$ cat src/rtl/sbcwd_defines.vh
`ifndef SBCWD_DEFINES_VH
`define SBCWD_DEFINES_VH
`define SBCWD_FRAME_BITS 16
`define SBCWD_ADDR_WDS 3'h0
`define SBCWD_ADDR_MODE 3'h1
`define SBCWD_ADDR_HI 15
`define SBCWD_ADDR_LO 13
`define SBCWD_RO_BIT 12
`define SBCWD_WMC_BIT 11
`define SBCWD_NWP_HI 10
`define SBCWD_NWP_LO 8
`define SBCWD_WOS_BIT 7
`define SBCWD_V1S_BIT 6
`define SBCWD_V2S_BIT 5
`define SBCWD_WAKE_IN1_LEVEL_BIT 4
`define SBCWD_WAKE_IN2_LEVEL_BIT 3
`define SBCWD_MC_HI 11
`define SBCWD_MC_LO 10
`define SBCWD_NWP_RESET 3'h4
`define SBCWD_MS_RESET 13'h0080
`define SBCWD_MC_STANDBY 2'h0
`define SBCWD_MC_SLEEP 2'h1
`define SBCWD_MC_NORM_V2OFF 2'h2
`define SBCWD_MC_NORM_V2ON 2'h3
`define SBCWD_WD_OFF 2'h0
`define SBCWD_WD_WINDOW 2'h1
`define SBCWD_WD_TIMEOUT 2'h2
`endif

$ cat src/rtl/sbcwd_regs.v
`include "sbcwd_defines.vh"
`timescale 1ns/10ps
`default_nettype none
module sbcwd_regs #(
  parameter FRAME_W = `SBCWD_FRAME_BITS
) (
  input wire clk_sys,
  input wire rst_n,
  input wire spi_cs_n,
  input wire spi_sck,
  input wire spi_sdi,
  output reg spi_sdo,
  output reg spi_sdo_oe,
  input wire wdog_disable_input,
  input wire main_reg_uv,
  input wire xcvr_reg_uv,
  input wire local_wake_input_1,
  input wire local_wake_input_2,
  input wire wake_event,
  output reg [1:0] wdog_run_mode_q,
  output reg [2:0] wdog_period_q,
  output reg [12:0] wdog_period_ms_q,
  output reg sw_reset_q,
  output reg [1:0] op_mode_q,
  output reg main_reg_en_q,
  output reg xcvr_reg_en_q
);
  // two-stage synchronisers; stage one read only by stage two
  reg [8:0] s1_q;
  reg [8:0] s2_q;
  reg sck_prev_q;
  reg [FRAME_W-1:0] rx_q;
  reg [FRAME_W-1:0] tx_q;
  reg [4:0] cnt_q;
  reg cs_prev_q;
  reg wdog_mode_sel_q;
  reg [2:0] wdog_period_code_q;
  reg [1:0] op_mode_field_q;
  wire cs_n_s = s2_q[0];
  wire sck_s = s2_q[1];
  wire sdi_s = s2_q[2];
  wire wdog_disable_input_s = s2_q[3];
  wire v1uv_s = s2_q[4];
  wire v2uv_s = s2_q[5];
  wire local_wake_input_1_s = s2_q[6];
  wire local_wake_input_2_s = s2_q[7];
  wire wake_ev_s = s2_q[8];
  wire sck_rise = sck_s & ~sck_prev_q;
  wire sck_fall = ~sck_s & sck_prev_q;
  wire frame_start = ~cs_n_s & cs_prev_q;
  wire frame_end = cs_n_s & ~cs_prev_q;
  // counter width is fixed at five bits, enough for frames up to 31 bits
  localparam [4:0] FRAME_CNT = FRAME_W;
  wire bit_taken = ~cs_n_s & sck_fall & (cnt_q != FRAME_CNT);
  // the reply is loaded as the third header bit arrives
  wire addr_known = bit_taken & (cnt_q == 5'h02);
  // short frames are thrown away whole; long ones keep their first FRAME_W bits
  wire frame_ok = frame_end & (cnt_q == FRAME_CNT);
  wire write_ok = frame_ok & ~rx_q[`SBCWD_RO_BIT];
  wire [2:0] rx_addr = rx_q[`SBCWD_ADDR_HI:`SBCWD_ADDR_LO];

  function [12:0] period_ms;
    input [2:0] code;
    begin
      case (code)
        3'h6: period_ms = 13'h0400;
        3'h7: period_ms = 13'h1000;
        default: period_ms = 13'h0008 << code;
      endcase
    end
  endfunction

  function [FRAME_W-1:0] read_word;
    input [2:0] addr;
    begin
      read_word = {FRAME_W{1'b0}};
      read_word[`SBCWD_ADDR_HI:`SBCWD_ADDR_LO] = addr;
      if (addr == `SBCWD_ADDR_WDS)
      begin
        read_word[`SBCWD_WMC_BIT] = wdog_mode_sel_q;
        read_word[`SBCWD_NWP_HI:`SBCWD_NWP_LO] = wdog_period_code_q;
        read_word[`SBCWD_WOS_BIT] = wdog_disable_input_s;
        read_word[`SBCWD_V1S_BIT] = v1uv_s;
        read_word[`SBCWD_V2S_BIT] = v2uv_s;
        read_word[`SBCWD_WAKE_IN1_LEVEL_BIT] = local_wake_input_1_s;
        read_word[`SBCWD_WAKE_IN2_LEVEL_BIT] = local_wake_input_2_s;
        // reserved 2:0 stay zero
      end
      else if (addr == `SBCWD_ADDR_MODE)
        read_word[`SBCWD_MC_HI:`SBCWD_MC_LO] = op_mode_field_q;
    end
  endfunction

  reg [1:0] run_mode_d;
  // sleep and any undecoded state leave the watchdog off
  always @*
  begin
    run_mode_d = `SBCWD_WD_OFF;
    if (!wdog_disable_input_s)
    begin
      case (op_mode_field_q)
        `SBCWD_MC_NORM_V2OFF,
        `SBCWD_MC_NORM_V2ON:
        begin
          if (wdog_mode_sel_q)
            run_mode_d = `SBCWD_WD_TIMEOUT;
          else
            run_mode_d = `SBCWD_WD_WINDOW;
        end
        `SBCWD_MC_STANDBY:
        begin
          if (wdog_mode_sel_q)
            run_mode_d = `SBCWD_WD_OFF;
          else
            run_mode_d = `SBCWD_WD_TIMEOUT;
        end
        default:
          run_mode_d = `SBCWD_WD_OFF;
      endcase
    end
  end

  // every input pin but clk_sys and rst_n is asynchronous to clk_sys and passes two flip-flops;
  // this costs two clocks of latency on every status bit
  always @(posedge clk_sys)
  begin
    if (!rst_n)
    begin
      // idle pattern: chip select high and all else low, so the release
      // of reset cannot look like the start of a frame
      s1_q <= 9'h001;
      s2_q <= 9'h001;
    end
    else
    begin
      s1_q <= {wake_event, local_wake_input_2, local_wake_input_1,
               xcvr_reg_uv, main_reg_uv, wdog_disable_input, spi_sdi,
               spi_sck, spi_cs_n};
      s2_q <= s1_q;
    end
  end

  // sck is a plain input; its edges are found against the last sample
  always @(posedge clk_sys)
  begin
    if (!rst_n)
    begin
      sck_prev_q <= 1'b0;
      cs_prev_q <= 1'b1;
    end
    else
    begin
      sck_prev_q <= sck_s;
      cs_prev_q <= cs_n_s;
    end
  end

  // receive shifter and bit counter; data is taken on falling sck
  // the counter stops at a full frame so the extra bits of an over-long frame are dropped
  always @(posedge clk_sys)
  begin
    if (!rst_n)
    begin
      rx_q <= {FRAME_W{1'b0}};
      cnt_q <= 5'h00;
    end
    else if (frame_start)
    begin
      rx_q <= {FRAME_W{1'b0}};
      cnt_q <= 5'h00;
    end
    else if (bit_taken)
    begin
      rx_q <= {rx_q[FRAME_W-2:0], sdi_s};
      cnt_q <= cnt_q + 5'h01;
    end
  end

  // transmit shifter; the reply trails the header by three bits because
  // the register is only known once the address is complete
  // leftover bits of the last reply fill the first three slots
  always @(posedge clk_sys)
  begin
    if (!rst_n)
    begin
      tx_q <= {FRAME_W{1'b0}};
      spi_sdo <= 1'b0;
    end
    else
    begin
      if (addr_known)
        tx_q <= read_word({rx_q[1:0], sdi_s});
      else if (!cs_n_s && sck_rise)
        tx_q <= {tx_q[FRAME_W-2:0], 1'b0};
      if (!cs_n_s && sck_rise)
        spi_sdo <= tx_q[FRAME_W-1];
    end
  end

  // output enable follows the synchronised select, one clock late
  always @(posedge clk_sys)
  begin
    if (!rst_n)
      spi_sdo_oe <= 1'b0;
    else
      spi_sdo_oe <= ~cs_n_s;
  end

  // watchdog control fields; status and reserved bits of a write are lost
  always @(posedge clk_sys)
  begin
    if (!rst_n)
    begin
      wdog_mode_sel_q <= 1'b0;
      wdog_period_code_q <= `SBCWD_NWP_RESET;
    end
    else if (write_ok && rx_addr == `SBCWD_ADDR_WDS)
    begin
      wdog_mode_sel_q <= rx_q[`SBCWD_WMC_BIT];
      wdog_period_code_q <= rx_q[`SBCWD_NWP_HI:`SBCWD_NWP_LO];
    end
  end

  // a wake event in sleep outranks a write landing in the same cycle; with the
  // wake input still high a write of sleep is undone a cycle later
  always @(posedge clk_sys)
  begin
    if (!rst_n)
      op_mode_field_q <= `SBCWD_MC_STANDBY;
    else if (wake_ev_s && op_mode_field_q == `SBCWD_MC_SLEEP)
      op_mode_field_q <= `SBCWD_MC_STANDBY;
    else if (write_ok && rx_addr == `SBCWD_ADDR_MODE)
      op_mode_field_q <= rx_q[`SBCWD_MC_HI:`SBCWD_MC_LO];
  end

  // watchdog run mode seen by the timing engine
  always @(posedge clk_sys)
  begin
    if (!rst_n)
      wdog_run_mode_q <= `SBCWD_WD_OFF;
    else
      wdog_run_mode_q <= run_mode_d;
  end

  // period code and its value in milliseconds; 13 bits so 4096 fits
  always @(posedge clk_sys)
  begin
    if (!rst_n)
    begin
      wdog_period_q <= `SBCWD_NWP_RESET;
      wdog_period_ms_q <= `SBCWD_MS_RESET;
    end
    else
    begin
      wdog_period_q <= wdog_period_code_q;
      wdog_period_ms_q <= period_ms(wdog_period_code_q);
    end
  end

  // software reset request stands as long as the disable input is high
  always @(posedge clk_sys)
  begin
    if (!rst_n)
      sw_reset_q <= 1'b0;
    else
      sw_reset_q <= wdog_disable_input_s;
  end

  // regulator enables are registered decodes of the mode field
  always @(posedge clk_sys)
  begin
    if (!rst_n)
    begin
      op_mode_q <= `SBCWD_MC_STANDBY;
      main_reg_en_q <= 1'b1;
      xcvr_reg_en_q <= 1'b0;
    end
    else
    begin
      op_mode_q <= op_mode_field_q;
      main_reg_en_q <= op_mode_field_q != `SBCWD_MC_SLEEP;
      xcvr_reg_en_q <= op_mode_field_q == `SBCWD_MC_NORM_V2ON;
    end
  end
endmodule
`default_nettype wire

$ cat config.mk
export PLATFORM = sky130hd
export DESIGN_NAME = sbcwd_regs
export DESIGN_NICKNAME = d
export VERILOG_FILES = /design/src/rtl/sbcwd_regs.v
export VERILOG_INCLUDE_DIRS = /design/src /design/src/rtl
export SDC_FILE = /design/constraint.sdc
export NUM_CORES = 1
export LEC_CHECK = 0
export ABC_AREA = 1
export BUFFER_PORTS_ARGS = -buffer_cell sky130_fd_sc_hd__buf_2
export CAP_MARGIN = 0
export CORE_ASPECT_RATIO = 1.75
export CORE_MARGIN = 10
export CORE_UTILIZATION = 60
export CTS_BUF_LIST = sky130_fd_sc_hd__clkbuf_2 sky130_fd_sc_hd__clkbuf_4 sky130_fd_sc_hd__clkbuf_8
export DETAILED_ROUTE_END_ITERATION = 8
export PLACE_DENSITY = 0.82
export SLEW_MARGIN = 20
export SYNTH_ARGS = -nofsm -noshare
export SYNTH_HDL_FRONTEND = slang
export SYNTH_SLANG_ARGS = --single-unit
export TNS_END_PERCENT = 20
$ cat constraint.sdc
create_clock -name clk_sys -period 1.9 [get_ports clk_sys]
set_input_delay 0.095 -clock clk_sys [delete_from_list [all_inputs] [get_ports clk_sys]]
set_output_delay 0.095 -clock clk_sys [all_outputs]
set_load 0.005 [all_outputs]
* Word level (Yosys, flattened, before mapping)
Cells that the tools add are included.
Operators by class: add/subtract/negate cells 1, shift operators 1, reductions and logical operators 14, eq/ne operators 11, multiplexer cells 9, bitwise gates (word level) 15
Operator list (count):
- $mux W16 | 2
- $pmux W13 S2 | 1
- $shl A4 B3 Y13 const A | 1
- $reduce_or A2 Y1 | 5
- $and A1 B1 Y1 | 9
- $mux W2 | 4
- $mux W7 | 1
- $eq A3 B1 Y1 const B | 2
- $eq A3 B3 Y1 const B | 2
- $logic_not A3 Y1 | 2
- $not A1 Y1 | 6
- $add A5 B1 Y5 const B | 1
- $eq A5 B2 Y1 const B | 1
- $eq A5 B5 Y1 const B | 1
- $ne A5 B5 Y1 const B | 1
- $eq A2 B2 Y1 const B | 2
- $logic_and A1 B1 Y1 | 4
- $pmux W2 S2 | 1
- $eq A2 B1 Y1 const B | 1
- $logic_not A2 Y1 | 1
- $ne A2 B1 Y1 const B | 1
- $reduce_bool A2 Y1 | 1
- $logic_not A1 Y1 | 1
Word-level totals: register bits after elaboration 85, output and inout bits 25, logic and storage cells 71

* Longest topological paths before layout
Gate-level depths: netlist of run 1.
word-level depth 6, depth in mapped cells 11, mapped depth without buffers 11

* Worst setup path after synthesis of run 1
No wires, ideal clock.
kind flip-flop to flip-flop, start reg cnt_q[0], end reg rx_q[13], clock period less this slack 1.397 ns, data arrival time 1.272 ns, path buffers 1, cell stages (with the launch flop) 10, slack 0.503 ns, path through dfxtp_1 inv_1 ha_1 nand2_1 clkinv_1 nand2_2 nand2_4 buf_4 nor2_1 a211oi_2
On the way: word-level cells in the longest chain between the ends 2
Ends and longest elaborated chain:
- start, declared | line sbcwd_regs.v:34 | reg [4:0] cnt_q;
- start signal, assigned | line sbcwd_regs.v:175 | cnt_q <= cnt_q + 5'h01;
- $ne A5 B5 Y1 | line sbcwd_regs.v:54 | wire bit_taken = ~cs_n_s & sck_fall & (cnt_q != FRAME_CNT);
- $and A1 B1 Y1 | line sbcwd_regs.v:54
- end signal, assigned | line sbcwd_regs.v:164 | rx_q <= {FRAME_W{1'b0}};
- end signal, assigned | line sbcwd_regs.v:169 | rx_q <= {FRAME_W{1'b0}};
- end signal, assigned | line sbcwd_regs.v:174 | rx_q <= {rx_q[FRAME_W-2:0], sdi_s};
- end, declared | line sbcwd_regs.v:32 | reg [FRAME_W-1:0] rx_q;
No other way between the ends. A chain may end at the register's enable or synchronous reset.

* Worst setup path after layout of run 1
start reg cnt_q[0], end reg tx_q[13]
On the way: word-level cells in the longest chain between the ends 4, elaborated cells between the ends (all ways) 6, classes of those cells eq/ne (2); mux (1); bitwise (2); reduce/logical (1)
Ends and longest elaborated chain:
- $ne A5 B5 Y1 | line sbcwd_regs.v:54
- $and A1 B1 Y1 | line sbcwd_regs.v:54
- $and A1 B1 Y1 * | line sbcwd_regs.v:56 | wire addr_known = bit_taken & (cnt_q == 5'h02);
- $mux W16 or $reduce_bool A2 Y1 (tied branches)
- end signal, assigned | line sbcwd_regs.v:186 | tx_q <= {FRAME_W{1'b0}};
- end signal, assigned | line sbcwd_regs.v:192 | tx_q <= read_word({rx_q[1:0], sdi_s});
- end signal, assigned | line sbcwd_regs.v:194 | tx_q <= {tx_q[FRAME_W-2:0], 1'b0};
- end, declared | line sbcwd_regs.v:33 | reg [FRAME_W-1:0] tx_q;
Mark *: on every way between the ends. The rest lies on a longest branch, timed or not.

==> metrics.cfg, run 1 <==
[routing]
wl_mm = 6.12
drc = 0
num_vias = 2480
antenna_left = 0
wire_per_inst_um = 12.3
via_per_inst = 4.97
first_pass_iters = 4
first_iter_violations = 207

[grt]
grt_pass1_wl_mm = 10.4
antenna_found_initial = 0
grt_max_degree = 28
grt_overflow = 0
grt_use_total_pct = 15.3
grt_pass1_vias = 2431

[clock_tree]
root_buffer = clkbuf_8
insertion_delay_ns = 0.36
cts_tree = done
clk_pin_slew_worst_paths_ns = 0.08
htree_levels = 3
cts.path.max_buffers = 2
cts_buffers = 9
cts_num_sinks = 81

[worst_hold_path]
min_to = s1_q[6]$_SDFF_PN0_
hp-start = rst_n
holdPathStages = 3
hold_path.class = in2reg

[timing]
finClkSkew_ns = 0.00651
rsz0062_at_grt = no
fin_crit_ns = 1.70
hold_violations = 0
setup_slack_ns = 0.199
max-slew-margin-rel_pct = 62.4
drv_slew = 0
worst_pin_slew_ns = 0.563
tns_ns = 0
finalSetupViolations = 0
fin_crit_sh_pct = 89.5
fmax_ghz = 0.588

[yosys]
synth.distinct_cells = 32
postSynthAreaPerCell_um2 = 7.91
synth_top_cell_area_share_pct = 51.7
synth.cell_area_mm2 = 0.00314
synth_common_cells = nand2_1 (94), dfxtp_1 (81), nor2_1 (61), inv_1 (54), nand3_1 (20)
synth_edf_count = 0
ys_seq_area_share_pct = 51.7
yosysMostFrequentCell = nand2_1
synth_area_leaders = dfxtp_1 (52%), nand2_1 (11%), nor2_1 (7.3%)
post-synth-top-area-cell = dfxtp_1
ys_warn_count = 0
synth-main-ff-cell = dfxtp_1
synth_cells = 397
synth_seq_cells = 81
synth-async-reset-ratio_pct = 0

[setup_path]
ff2ff_path_depth = 10
crit_path_frequent_cell = nand2_1
worstSetupEndpointType = flip-flop
timing.rr.start = cnt_q[0]$_SDFFE_PP0P_
path_cells = inv_1 > ha_1 > nand2_1 > clkinv_1 > nand2_2 > nand2_8 > nor2_4 > nand2_1 > nand2_1 > a21oi_1
critPathRequiredTime_ns = 2.12
path_delay_family = simple AND/OR/NAND/NOR gates
ff2ff_setup_slack_ns = 0.20
crit_cells = 10
arrival_ns = 1.93
setup.worst_path.start_class = flip-flop
critPathKind = reg2reg
reg2reg_to = tx_q[13]$_SDFFE_PN0P_
crit_fanout = 27
cpPeakStageDelay_ns = 0.38
cp_slowest_cell = dfxtp_1
worst-path-buf-inv = 2

[layout]
area_growth_pct = 15.3
antenna_cells = 0
nNetsFinal = 454
fin_util_pct = 72.1
drive_gt1_share_pct = 18.4
seq_area_mm2 = 0.00162
fillers = 392
multi_input_area_mm2 = 0.00120

[power]
p_per_area_mw_per_mm2 = 889
peakVddDrop_mv = 0.661
power_leakage_nw = 1.73
power.total_mw = 3.22

[run_status]
outcome = completed

[floorplanning]
rows = 34
die_area_mm2 = 0.00864
core_area_mm2 = 0.00502
initial_utilization_pct = 62.5
die_y_um = 116
die_w_um = 74.7
ios = 36

[placement]
port_buffers = 31
place_hpwl_mm = 4.01
dp_slack_ns = 0.211
place_congestion = 0.813

[run]
maxCapViolCount = 0

sequential cells by signal (all words and copies together) (netlist names):
| register | cells |
|---|---|
| cnt_q | 5 |
| cs_prev_q | 1 |
| main_reg_en_q | 1 |
| op_mode_field_q | 2 |
| op_mode_q | 2 |
| rx_q | 16 |
| s1_q | 9 |
| s2_q | 9 |
| sck_prev_q | 1 |
| spi_sdo | 1 |
| spi_sdo_oe | 1 |
| sw_reset_q | 1 |
| tx_q | 13 |
| wdog_mode_sel_q | 1 |
| wdog_period_code_q | 3 |
| wdog_period_ms_q | 9 |
| wdog_period_q | 3 |
| wdog_run_mode_q | 2 |
| xcvr_reg_en_q | 1 |
how the worst max path moves through the flow:
stage	startpoint	endpoint	slack (ns)
after floorplan	cnt_q[0]$_SDFFE_PP0P_	rx_q[13]$_SDFFE_PP0P_	0.50
after detailed placement	cnt_q[0]$_SDFFE_PP0P_	tx_q[13]$_SDFFE_PN0P_	0.21
after CTS	cnt_q[0]$_SDFFE_PP0P_	tx_q[13]$_SDFFE_PN0P_	0.19
after global routing	cnt_q[1]$_SDFFE_PP0P_	tx_q[13]$_SDFFE_PN0P_	0.03
final	cnt_q[0]$_SDFFE_PP0P_	tx_q[13]$_SDFFE_PN0P_	0.20
after global placement	cnt_q[0]$_SDFFE_PP0P_	tx_q[11]$_SDFFE_PN0P_	0.29
logic make-up (layout without fill, tap and decap cells):
logic type / count (synthesis) / after routing / synth area share, %
buf+inv: 77 / 121 / 10.8
other cells: 1 / 5 / 0.119
flops: 81 / 81 / 51.7
fa+ha+maj: 3 / 3 / 1.20
simple gates: 197 / 197 / 28.0
xor+xnor: 1 / 1 / 0.279
compound gates: 37 / 37 / 7.93
layout by cell type (no fill, tap or decap), drive strengths merged, types with 2 or more instances in the layout:
master,Yosys,routed
nor4,2,2
buf,13,35
nand2,100,100
a21oi,16,16
ha,3,3
o21ai,9,9
nand3,23,23
conb,1,5
clkbuf,3,9
or2,2,2
bufinv,0,2
a211oi,10,10
dlygate4sd3,0,9
clkinv,1,3
inv,60,63
nor2,67,67
dfxtp,81,81
power by group:
| part | total, mW | internal [mW] | switching (mW) |
|---|---|---|---|
| Sequential | 1.73 | 1.72 | 0.0101 |
| Combinational | 0.104 | 0.0400 | 0.0642 |
| Clock | 1.38 | 0.753 | 0.632 |
| Total | 3.22 | 2.51 | 0.706 |
worst reg2reg max path: cells and delay by family, from the launching register on:
kind | cells | cell delay [ns]
fa+ha+maj | 1 | 0.21
buf+inv | 2 | 0.17
flops | 1 | 0.38
compound gates | 1 | 0.06
simple gates | 6 | 0.77
routing by layer:
metal | up-vias | GRT usage [%] | wire (um)
li1 | 1290 | - | -
met4 | 0 | 10.2 | 233
met3 | 19 | 3.34 | 212
met2 | 46 | 27.1 | 3180
met1 | 1125 | 15.5 | 2490
met5 | - | 0 | 0
area by class of cell:
type                            count  area share (%)
Timing Repair Buffer               44            7.60
Tap cell                           54            1.87
Multi-Input combinational cell    243            33.2
Inverter                           61            6.33
Sequential cell                    81            44.8
Clock buffer                        9            3.42
Clock inverter                      7            2.77
through the flow:
step	instances	hold WS [ns]	area, um^2
6_report	499	0.120	3620
3_3_place_gp	473	0.276	3290
3_5_place_dp	473	0.281	3290
5_1_grt	499	0.136	3620
2_1_floorplan	401	0.193	3150
4_1_cts	498	0.115	3600
timing repair:
item	in CTS	in global routing
hold buffers	9	0
setup buffers	0	1
setup endpoints to repair	0	2
hold endpoints to repair	9	0
resized for setup	0	1
Note: power is estimated with default switching activity, not from simulation.
==> run 2: changes to the inputs <==
Settings changed: RECOVER_POWER from default to 25.
==> metrics.cfg, run 2 (synthesis results as in run 1) <==
[timing]
hold_violations = 0  ; unchanged
max-slew-margin-rel_pct = 46.2  ; -16 points
worst_pin_slew_ns = 0.806  ; +0.244 ns
rsz0062_at_grt = no
finalSetupViolations = 0  ; unchanged
fin_crit_sh_pct = 89.5  ; about the same
tns_ns = 0  ; unchanged
fmax_ghz = 0.588  ; about the same
finClkSkew_ns = 0.00651  ; unchanged
fin_crit_ns = 1.70  ; +0.000124 ns
drv_slew = 0  ; unchanged

[worst_hold_path]
hp-start = rst_n
hold_path.class = in2reg

[setup_path]
critPathRequiredTime_ns = 2.12  ; about the same
critPathKind = reg2reg
crit_fanout = 27  ; unchanged
arrival_ns = 1.93  ; about the same
timing.rr.start = cnt_q[0]$_SDFFE_PP0P_
startpoint = cnt_q[0]$_SDFFE_PP0P_
ff2ff_setup_slack_ns = 0.20  ; about the same
reg2reg_to = tx_q[13]$_SDFFE_PN0P_
crit_end = tx_q[13]$_SDFFE_PN0P_
ff2ff_path_depth = 10  ; unchanged
setup.worst_path.start_class = flip-flop
worstSetupEndpointType = flip-flop

[clock_tree]
cts_num_sinks = 81  ; unchanged
htree_levels = 3  ; unchanged
root_buffer = clkbuf_8
cts_tree = done
clk_pin_slew_worst_paths_ns = 0.08  ; about the same
cts_buffers = 9  ; unchanged
cts.path.max_buffers = 2  ; unchanged
insertion_delay_ns = 0.36  ; about the same

[floorplanning]
die_w_um = 74.7  ; unchanged
rows = 34  ; unchanged
die_y_um = 116  ; unchanged
die_area_mm2 = 0.00864  ; unchanged
ios = 36  ; unchanged
core_area_mm2 = 0.00502  ; unchanged
initial_utilization_pct = 62.5  ; unchanged

[grt]
grt_overflow = 0  ; unchanged
antenna_found_initial = 0  ; unchanged
grt_max_degree = 28  ; unchanged
grt_pass1_vias = 2431  ; unchanged
grt_pass1_wl_mm = 10.4  ; unchanged
grt_use_total_pct = 15.3  ; unchanged

[layout]
stdcell_area_mm2 = 0.00362  ; about the same
largest_reg_flops = 16  ; unchanged
layout_common_cells = nand2_1 (94), dfxtp_1 (81), nor2_1 (61), inv_1 (54), buf_2 (30)
fin_util_pct = 72.1  ; about the same
top_regs = rx_q: 16 flops, tx_q: 13 flops
layout_commonest_cell = nand2_1
nNetsFinal = 454  ; unchanged
area_growth_pct = 15.3  ; about the same
regMostFlops = rx_q
drive_gt1_share_pct = 18.2  ; -0.22 points
antenna_cells = 0  ; unchanged

[power]
pwr-share-comb_pct = 3.2  ; about the same
peakVddDrop_mv = 0.661  ; about the same
p_per_area_mw_per_mm2 = 889  ; about the same
clkPwrFrac_pct = 43.0  ; about the same
power_leakage_nw = 1.72  ; -0.16%
p_switching_mw = 0.706  ; about the same
pwr-share-seq_pct = 53.8  ; about the same
swShare_pct = 21.9  ; about the same
intPower_mw = 2.51  ; about the same

[routing]
first_pass_iters = 4  ; unchanged
wl_mm = 6.12  ; about the same
first_iter_violations = 207  ; unchanged
drc = 0  ; unchanged
via_per_inst = 4.97  ; unchanged
antenna_left = 0  ; unchanged
wire_per_inst_um = 12.3  ; about the same
num_vias = 2480  ; unchanged

[placement]
place_congestion = 0.813  ; unchanged
place_hpwl_mm = 4.01  ; unchanged
port_buffers = 31  ; unchanged
postPlaceCellArea_mm2 = 0.00329  ; unchanged

[run_status]
outcome = completed

[run]
maxCapViolCount = 0  ; unchanged

[run 2: power by group through the flow]
stage	combinational [mW]	clock, mW	sequential (mW)
2_1_floorplan	0.0660	0	1.77
3_3_place_gp	0.0852	0	1.77
3_5_place_dp	0.0874	0	1.77
4_1_cts	0.102	1.40	1.73
5_1_grt	0.117	1.49	1.73
6_report	0.104	1.38	1.73
[run 2: final cells by class]
class                           instances  area [um^2]
Multi-Input combinational cell        243         1200
Fill cell                             392         1400
Clock inverter                          7          100
Sequential cell                        81         1620
Tap cell                               54         67.6
Inverter                               61          229
Timing Repair Buffer                   44          274
Clock buffer                            9          124
[run 2: timing repair]
action,4_1_cts,5_1_grt
hold buffers,9,0
endpoints found under the hold margin,9,0
setup endpoints to repair,0,2
setup buffers,0,1
gates resized for setup,0,1
[run 2: metrics by stage]
stage	hold WS (ns)	power (mW)	worst slack (ns)	std cells
after CTS	0.115	3.24	0.193	498
after global routing	0.343	3.34	0.0317	499
final	0.301	3.22	0.199	499
after detailed placement	0.281	1.86	0.211	473
after global placement	0.276	1.85	0.286	473
after floorplan	0.193	1.83	0.503	401
[run 2: worst min path at each step]
stage / end / slack (ns) / depth (start not counted)
5_1_grt: s1_q[4]$_SDFF_PN0_ / 0.34 / 3
3_3_place_gp: s1_q[7]$_SDFF_PN0_ / 0.28 / 3
2_1_floorplan: s1_q[1]$_SDFF_PN0_ / 0.19 / 2
3_5_place_dp: s1_q[6]$_SDFF_PN0_ / 0.28 / 3
6_report: s1_q[6]$_SDFF_PN0_ / 0.30 / 3
4_1_cts: s1_q[6]$_SDFF_PN0_ / 0.11 / 3
[run 2: worst max-delay path: stages (launching register included)]
cell	delay, ns
dfxtp_1	0.38
inv_1	0.10
ha_1	0.21
nand2_1	0.09
clkinv_1	0.07
nand2_2	0.16
nand2_8	0.16
nor2_4	0.21
nand2_1	0.08
nand2_1	0.07
a21oi_1	0.06
[run 2: routing by layer]
metal | share of wire [%] | up-vias | global-route usage, %
met5 | 0 | - | 0
met2 | 52 | 46 | 27.1
met4 | 3.8 | 0 | 10.2
li1 | - | 1290 | -
met1 | 41 | 1125 | 15.5
met3 | 3.5 | 19 | 3.34
